[config.mk]
export PLATFORM = sky130hd
export DESIGN_NAME = dbi_dac_ctrl
export DESIGN_NICKNAME = d
export VERILOG_FILES = /design/src/dbi_dac_ctrl.v
export VERILOG_INCLUDE_DIRS = /design/src
export SDC_FILE = /design/constraint.sdc
export NUM_CORES = 1
export LEC_CHECK = 0
export ABC_AREA = 0
export BUFFER_PORTS_ARGS = -buffer_cell sky130_fd_sc_hd__buf_4
export CAP_MARGIN = 15
export CORE_MARGIN = 2
export CORE_UTILIZATION = 51
export DETAILED_ROUTE_END_ITERATION = 8
export GPL_TIMING_DRIVEN = 0
export PLACE_DENSITY_LB_ADDON = 0.05
export SLEW_MARGIN = 30
export SYNTH_ARGS = -nofsm -noshare
export SYNTH_HDL_FRONTEND = slang
export SYNTH_SLANG_ARGS = --single-unit
[constraint.sdc]
create_clock -name ref_clk -period 1.3 [get_ports ref_clk]
set_input_delay 0.065 -clock ref_clk [delete_from_list [all_inputs] [get_ports ref_clk]]
set_output_delay 0.065 -clock ref_clk [all_outputs]
set_load 0.01 [all_outputs]
[src/dbi_regs.vh]
`ifndef DBI_REGS_VH
`define DBI_REGS_VH
// Register offsets (byte addresses on the plain port)
`define DBI_ADDR_W 4
`define DBI_OFS_CONTROL_SECONDARY 4'h1
`define DBI_OFS_EVENT_CTRL 4'h2
`define DBI_OFS_IRQ_ENABLE_CLEAR 4'h4
`define DBI_OFS_IRQ_ENABLE_SET 4'h5
`define DBI_OFS_IRQ_FLAGS 4'h6
`define DBI_OFS_SYNC_STATUS 4'h7
`define DBI_OFS_CONVERSION_DATA 4'h8
`define DBI_OFS_SAMPLE_HOLD_BUFFER 4'hC
// Interrupt bit positions
`define DBI_IRQ_UNDERRUN 0
`define DBI_IRQ_EMPTY 1
`define DBI_IRQ_SYNC_DONE 2
// Other field positions
`define DBI_CONTROL_SECONDARY_MSB_JUSTIFY 2
`define DBI_EVCTRL_CONVERT_IN 0
`define DBI_EVCTRL_DRAINED_OUT 1
`define DBI_STATUS_SYNC_PENDING 7
// Reset values
`define DBI_RESET_BYTE 8'h00
`define DBI_RESET_WORD 16'h0000
// Write synchronisation delay in ref_clk cycles
`define DBI_SYNC_CYCLES 4'h4
`endif

[src/dbi_dac_ctrl.v]
`timescale 1ns/10ps
`default_nettype none
`include "dbi_regs.vh"
module dbi_dac_ctrl #(
	parameter SYNC_CYCLES = 4
) (
	// Clock and reset
	input wire ref_clk,
	input wire resetn,
	// Register port
	input wire [`DBI_ADDR_W-1:0] regAddr,
	input wire [15:0] regWrData,
	input wire regWrStb,
	input wire regRdStb,
	output reg [15:0] regRdData,
	// Event network
	input wire startEvent,
	output reg drainedEvent,
	// Converter core
	output reg [9:0] dacCode,
	// Interrupt
	output wire irqReq
);

	// Timing notes for users of this block:
	// a write to either data offset, or a transfer, opens a busy window
	// of SYNC_CYCLES clocks, and a new one restarts the window; the
	// converter code changes only when a window closes, so writes spaced
	// closer than the window hold the old code until they pause.
	// Reads have no side effects; flags only move on writes and events.
	// The hold buffer is a single word: software must refill it between
	// start events or an underrun is flagged and the code is kept.
	// A start event is taken on the edge where it is high, and its
	// effects show one clock later: the empty flag, the drained pulse
	// and the busy status together. Start events that find the input
	// disabled leave no trace at all, not even an underrun.
	// The request output is a level built from registered flags and
	// enables, so it never glitches on a register write.

	// Decode a write at one offset
	function wrHit;
		input [`DBI_ADDR_W-1:0] a;
		input [`DBI_ADDR_W-1:0] ofs;
		input stb;
		begin
			wrHit = stb && (a == ofs);
		end
	endfunction

	// Take ten sample bits out of a sixteen-bit word;
	// the six unused bits are ignored, never checked
	function [9:0] pickSample;
		input [15:0] w;
		input left;
		begin
			if (left) begin
				pickSample = w[15:6];
			end else begin
				pickSample = w[9:0];
			end
		end
	endfunction

	// Control bytes written by software
	reg [7:0] controlSecondary_q;
	reg [7:0] eventCtrl_q;

	// Interrupt state, one bit per source; the bits live in the
	// per-source slices below and are gathered into these vectors
	wire [2:0] irqEnable_q;
	wire [2:0] irqFlags_q;
	wire [2:0] irqFlags_d;
	wire [2:0] irqEnable_d;
	// Per-source requests, flag gated by its enable
	wire [2:0] irqSrcReq;

	// Sample path; one word waits, there is no deeper queue
	reg [15:0] holdBuf_q;
	reg holdFull_q;
	reg [15:0] convData_q;

	// Sync window; the counter only runs while busy,
	// and it is reloaded whenever a new window opens
	reg [3:0] syncCnt_q;
	reg syncPending_q;

	// Control fields
	wire msbJustify = controlSecondary_q[`DBI_CONTROL_SECONDARY_MSB_JUSTIFY];
	wire convertInEnable = eventCtrl_q[`DBI_EVCTRL_CONVERT_IN];
	wire drainedOutEnable = eventCtrl_q[`DBI_EVCTRL_DRAINED_OUT];

	// Write decodes; reads have no side effects
	wire wrHold = wrHit(regAddr, `DBI_OFS_SAMPLE_HOLD_BUFFER, regWrStb);
	wire wrData = wrHit(regAddr, `DBI_OFS_CONVERSION_DATA, regWrStb);
	wire wrFlags = wrHit(regAddr, `DBI_OFS_IRQ_FLAGS, regWrStb);
	wire wrSet = wrHit(regAddr, `DBI_OFS_IRQ_ENABLE_SET, regWrStb);
	wire wrClr = wrHit(regAddr, `DBI_OFS_IRQ_ENABLE_CLEAR, regWrStb);

	// start events count only when enabled
	wire startTaken = startEvent && convertInEnable;
	// Transfer only when a sample is waiting
	wire transfer = startTaken && holdFull_q;

	// Writes to either data offset, and transfers, open a sync window
	wire syncStart = wrHold || wrData;
	// Last busy cycle; the converter takes its code here
	wire syncDone = syncPending_q && (syncCnt_q == 4'h1);

	// Number of interrupt sources
	localparam NUM_IRQ = 3;

	// Hardware set events, one per interrupt source
	wire [2:0] flagSet;
	// Clear requests; written ones, plus new data for the empty flag
	wire [2:0] flagClr;
	// Enable requests from the set and clear offsets
	wire [2:0] enSet;
	wire [2:0] enClr;

	assign flagSet[`DBI_IRQ_UNDERRUN] = startTaken && !holdFull_q;
	assign flagSet[`DBI_IRQ_EMPTY] = transfer;
	// Sync done once the busy window closes
	assign flagSet[`DBI_IRQ_SYNC_DONE] = syncDone;

	// underrun cleared only by a written one
	assign flagClr[`DBI_IRQ_UNDERRUN] = wrFlags && regWrData[`DBI_IRQ_UNDERRUN];
	// empty cleared by a written one or new data
	assign flagClr[`DBI_IRQ_EMPTY] = (wrFlags && regWrData[`DBI_IRQ_EMPTY]) || wrHold;
	assign flagClr[`DBI_IRQ_SYNC_DONE] = wrFlags && regWrData[`DBI_IRQ_SYNC_DONE];

	assign enSet = wrSet ? regWrData[2:0] : 3'h0;
	// clear enables by ones; zeros leave enables alone
	// so no read-modify-write is needed to drop one source
	assign enClr = wrClr ? regWrData[2:0] : 3'h0;

	// One flag and one enable per source, identical slices;
	// a flag set in the same cycle as its clear stays set, so an
	// event is never lost to a late write of one
	genvar g;
	generate
		for (g = 0; g < NUM_IRQ; g = g + 1) begin : gIrq
			reg flag_q;
			reg enable_q;
			// Next flag; set beats clear
			assign irqFlags_d[g] = flagSet[g] || (flag_q && !flagClr[g]);
			// Next enable; clear beats set
			assign irqEnable_d[g] = (enable_q || enSet[g]) && !enClr[g];
			// Flag flop
			always @(posedge ref_clk) begin
				if (!resetn) begin
					flag_q <= 1'b0;
				end else begin
					flag_q <= irqFlags_d[g];
				end
			end
			// Enable flop, seen at both the set and clear offsets
			always @(posedge ref_clk) begin
				if (!resetn) begin
					enable_q <= 1'b0;
				end else begin
					enable_q <= irqEnable_d[g];
				end
			end
			// Vectors for read back and request
			assign irqFlags_q[g] = flag_q;
			assign irqEnable_q[g] = enable_q;
			assign irqSrcReq[g] = flag_q && enable_q;
		end
	endgenerate

	// combined request; a level that stays up
	// until software clears the flag or drops the enable
	assign irqReq = |irqSrcReq;

	// Decodes for the two plain control offsets
	wire wrCtrl = wrHit(regAddr, `DBI_OFS_CONTROL_SECONDARY, regWrStb);
	wire wrEvt = wrHit(regAddr, `DBI_OFS_EVENT_CTRL, regWrStb);

	// Second control byte; justification is only looked at
	// when a sync window closes, so a change takes effect then
	always @(posedge ref_clk) begin
		if (!resetn) begin
			controlSecondary_q <= `DBI_RESET_BYTE;
		end else if (wrCtrl) begin
			controlSecondary_q <= regWrData[7:0];
		end
	end

	// event control; bit 0 admits start events, bit 1 emits drains
	// Start events arriving while bit 0 is low are dropped, not queued
	always @(posedge ref_clk) begin
		if (!resetn) begin
			eventCtrl_q <= `DBI_RESET_BYTE;
		end else if (wrEvt) begin
			eventCtrl_q <= regWrData[7:0];
		end
	end

	// hold buffer keeps the next sample until copied
	// Write-only: nothing reads it back over the register port
	always @(posedge ref_clk) begin
		if (!resetn) begin
			holdBuf_q <= `DBI_RESET_WORD;
		end else if (wrHold) begin
			holdBuf_q <= regWrData;
		end
	end

	// Hold state; a write in the transfer cycle keeps it full,
	// since the new word arrives as the old one leaves
	always @(posedge ref_clk) begin
		if (!resetn) begin
			holdFull_q <= 1'b0;
		end else if (wrHold) begin
			holdFull_q <= 1'b1;
		end else if (transfer) begin
			holdFull_q <= 1'b0;
		end
	end

	// event copies hold into data; a direct write loads it too
	// but a transfer in the same cycle takes the buffered word
	always @(posedge ref_clk) begin
		if (!resetn) begin
			convData_q <= `DBI_RESET_WORD;
		end else if (transfer) begin
			convData_q <= holdBuf_q;
		end else if (wrData) begin
			convData_q <= regWrData;
		end
	end

	// drained event, one cycle per emptying transfer
	// No pulse is made for transfers while the output is disabled
	always @(posedge ref_clk) begin
		if (!resetn) begin
			drainedEvent <= 1'b0;
		end else begin
			drainedEvent <= transfer && drainedOutEnable;
		end
	end

	// Converter code, delayed by the sync window like the real crossing;
	// the justification in force when the window closes picks the slice
	always @(posedge ref_clk) begin
		if (!resetn) begin
			dacCode <= 10'h000;
		end else if (syncDone) begin
			dacCode <= pickSample(convData_q, msbJustify);
		end
	end

	// Sync window states
	localparam SYNC_IDLE = 1'b0;
	localparam SYNC_BUSY = 1'b1;

	// Write synchronisation busy; a new write restarts the window
	// so the crossing always carries the newest value, at the cost
	// of a longer wait under a steady write stream
	always @(posedge ref_clk) begin
		if (!resetn) begin
			syncPending_q <= SYNC_IDLE;
			syncCnt_q <= 4'h0;
		end else begin
			case (syncPending_q)
				SYNC_IDLE: begin
					if (syncStart || transfer) begin
						syncPending_q <= SYNC_BUSY;
						syncCnt_q <= SYNC_CYCLES[3:0];
					end
				end
				SYNC_BUSY: begin
					// Restart on a new write or transfer
					if (syncStart || transfer) begin
						syncCnt_q <= SYNC_CYCLES[3:0];
					end else begin
						syncCnt_q <= syncCnt_q - 4'h1;
						if (syncCnt_q == 4'h1) begin
							syncPending_q <= SYNC_IDLE;
						end
					end
				end
				// Unused code; fall back to idle
				default: begin
					syncPending_q <= SYNC_IDLE;
					syncCnt_q <= 4'h0;
				end
			endcase
		end
	end

	// Read word for the addressed offset
	// Write-only and unmapped offsets read as zero
	reg [15:0] rdWord;
	always @* begin
		rdWord = 16'h0000;
		case (regAddr)
			`DBI_OFS_CONTROL_SECONDARY: rdWord = {8'h00, controlSecondary_q};
			`DBI_OFS_EVENT_CTRL: rdWord = {8'h00, eventCtrl_q};
			`DBI_OFS_IRQ_ENABLE_CLEAR: rdWord = {13'h0, irqEnable_q};
			`DBI_OFS_IRQ_ENABLE_SET: rdWord = {13'h0, irqEnable_q};
			`DBI_OFS_IRQ_FLAGS: rdWord = {13'h0, irqFlags_q};
			`DBI_OFS_SYNC_STATUS: rdWord = {8'h00, syncPending_q, 7'h00};
			default: rdWord = 16'h0000;
		endcase
	end

	// Read data, one cycle after the strobe, zero otherwise
	// so a master that samples late sees nothing stale
	always @(posedge ref_clk) begin
		if (!resetn) begin
			regRdData <= `DBI_RESET_WORD;
		end else if (regRdStb) begin
			regRdData <= rdWord;
		end else begin
			regRdData <= 16'h0000;
		end
	end

endmodule // dbi_dac_ctrl
`default_nettype wire

==> results.toml <==
[outcome]
status = "complete, but fails checks"
failed_checks = "negative setup slack"

[power_and_ir_drop]
leakage_nw = 1.54
cell_internal_pwr_w = 0.00330
p_sw_w = 0.00114
pwr-share-clk = 0.342
finalPower_w = 0.00444
p_comb_frac = 0.102
seq_power_share = 0.556
swShare = 0.257
ir_drop_uv = 545
power_density_nw_per_um2 = 1010

[min_path]
min_path_type = "in -> reg"
hp-start = "regWrData[3]"
hold_end = "controlSecondary_q[3]"
hold_depth = 3

[cts]
ctsRootBufferMaster = "clkbuf_8"
cts_tree = "done"
cts.sinks = 79
cts_buffers = 9
clk-insertion-delay-late_ns = 0.35
cts_max_level = 3
clk_pin_slew_ns = 0.07
clockBufferDepth = 2

[floorplan]
die_y_um = 87.3
dieArea_um2 = 7620
placementRows = 30
core_um2 = 6760
io_pins = 53
die_w_um = 87.3
start_util = 0.524

[timing]
min_period_ns = 1.32
worstMarginPinSlew_ns = 0.606
fmax_mhz = 755
finalClockSkew_ns = 0.00721
holdWs_ns = 0.00650
worst_slack_ns = -0.0242
hold_viol_final = 0
setup_viol = 1
slew_headroom = 0.596
fin_crit_sh = 1.02
maxSlewViolCount = 0
fin_setup_tns_ns = -0.0242
rsz0062_at_grt = "yes"

[worst_setup_path]
worstReg2RegEnd = "dacCode[2]"
crit_arrival_ns = 1.26
critical-path-slowest-cell = "a222oi_1"
r2r_setup_slack_ns = 0.02
r2r_start = "controlSecondary_q[2]"
cp.required_ns = 1.24
startpoint = "gIrq[2].flag_q"
startpoint_type = "flip-flop"
worstPathCellList = "a222oi_1 > inv_1 > buf_6"
crit_buf_inv = 2
cp_top_family = "compound AO/OA/AOI/OAI gates"
slowest_delay_ns = 0.34
rr_worst_depth = 3
critical_path_peak_fanout = 3
crit_path_end_kind = "output pin"
crit_type = "reg -> out"

[synthesis]
synth-simple-area-share = 0.154
synth_compound_area_frac = 0.263
ys_seq_elements = 79
synth_top_family_by_area = "compound AO/OA/AOI/OAI gates"
syn_inst = 416
synthesis.area_um2 = 3540
muxShareOfSynthArea = 0.0378
synth_edf_count = 0
ys_seq_area_frac = 0.447
async_flop_share = 0
synth_top_area_cell = "dfxtp_1"
synth_xor_xnor_area_share = 0.00990
ys.flop_type = "dfxtp_1"
yosys.area.top_type_share = 0.447
synthAdderAreaFrac = 0.00707
syn_avg_cell_area_um2 = 8.51
synthDistinctLibCells = 43
yosys_warnings = 0
synth.area.top_cells = "dfxtp_1, o21ai_0, a21oi_1"

[global_route]
grt_overflow = 0
grt_start_max_net_pins = 12
grt_first_pass_wirelength_mm = 15.8
grt.total_usage = 0.269
antenna_found_initial = 0
grt_pass1_vias = 3112

[placement]
hpwlAfterDp_mm = 6.81
gp_congestion = 0.839
io_buffers = 43
dpl.cell_count = 546

[routing]
drc = 0
vias_per_cell = 5.90
vias = 3370
dr.pass1.iters = 4
drtIter0Drc = 295
ant_nets = 0
wl_mm = 9.92
detail_route.wl_per_cell_um = 17.4

[layout]
final_common_cell = "dfxtp_1"
final_nets = 515
instances_no_fill = 571
drive_gt1_frac = 0.248
antenna_cells = 0
synthToLayoutAreaGrowth_pct = 23.6
layout_common_cells = "dfxtp_1, o21ai_0, buf_4, a21oi_1, nand3_1"

[flow_run]
drv_cap = 0
-- worst reg2reg max path: cells and delay by family, from the launching register on --
| family | cells | cell delay (ns) |
|---|---|---|
| flops | 1 | 0.41 |
| mux | 1 | 0.33 |
| buf+inv | 1 | 0.30 |
| compound gates | 1 | 0.11 |
-- flip-flops by register name (all words and copies together) (netlist names) --
name,cells
syncCnt_q,4
holdBuf_q,16
holdFull_q,1
convData_q,16
syncPending_q,1
gIrq.enable_q,3
drainedEvent,1
gIrq.flag_q,3
regRdData,8
dacCode,10
controlSecondary_q,8
eventCtrl_q,8
-- cell type report --
class / instances / area, um^2
fill: 613 / 2380
multi-input combinational: 289 / 1790
sequential: 79 / 1590
timing repair buffer: 54 / 437
buffer: 46 / 279
clock buffer: 12 / 135
tap: 80 / 100
inverter: 9 / 33.8
clock inverter: 2 / 10.0
-- cell families after synthesis --
logic type	Yosys count
xor gates and xnor gates	4
AOI/OAI and AO/OA	169
muxes	13
and+or+nand+nor	93
other	1
buffers and inverters	55
DFF	79
adders and majority gates	2
-- synth_stat cells, types with 4 or more instances --
library cell  count
a211o_1           4
a22oi_1           5
a21oi_1          59
nand2_1          10
clkbuf_1         18
inv_1             8
mux2i_1          10
buf_4            15
nor2_1           20
o21ai_1           6
a31oi_1          16
buf_2            10
nand3_1          37
a211oi_1         11
o21ai_0          65
dfxtp_1          79
-- metal layers --
metal,routed length (um),vias up,global-route usage
li1,-,1633,-
met1,4780,1617,0.396
met2,4520,106,0.403
met3,470,14,0.0360
met4,151,0,0.0937
met5,0,-,0
-- how the worst max path moves through the flow --
stage | cells after the start | slack [ns] | endpoint
floorplan | 4 | 0.02 | dacCode[0]
global placement | 4 | -0.17 | dacCode[8]
detailed placement | 4 | -0.25 | dacCode[8]
CTS | 3 | -0.008 | irqReq
global route | 3 | -0.09 | irqReq
finish | 3 | -0.02 | irqReq
-- timing repair --
item	in CTS	in global routing
pin swaps	3	11
hold buffers	8	0
setup buffers	2	0
gates cloned	1	0
resized for setup	20	23
endpoints found under the hold margin	8	0
endpoints found under the setup margin	25	23
-- through the flow --
stage	area [um^2]	util	worst slack (ns)
CTS	4290	0.636	-0.00824
global route	4370	0.647	-0.0902
floorplan	3570	-	0.0157
global placement	3990	0.590	-0.171
finish	4370	0.647	-0.0242
detailed placement	3990	0.590	-0.250
-- power groups by stage --
stage / Combinational, W / Clock (W) / Sequential, W
finish: 0.000452 / 0.00152 / 0.00247
CTS: 0.000439 / 0.00152 / 0.00247
floorplan: 0.000246 / 0 / 0.00252
global placement: 0.000408 / 0 / 0.00252
detailed placement: 0.000413 / 0 / 0.00252
global route: 0.000491 / 0.00162 / 0.00247
Note: power is estimated with default switching activity, not from simulation.
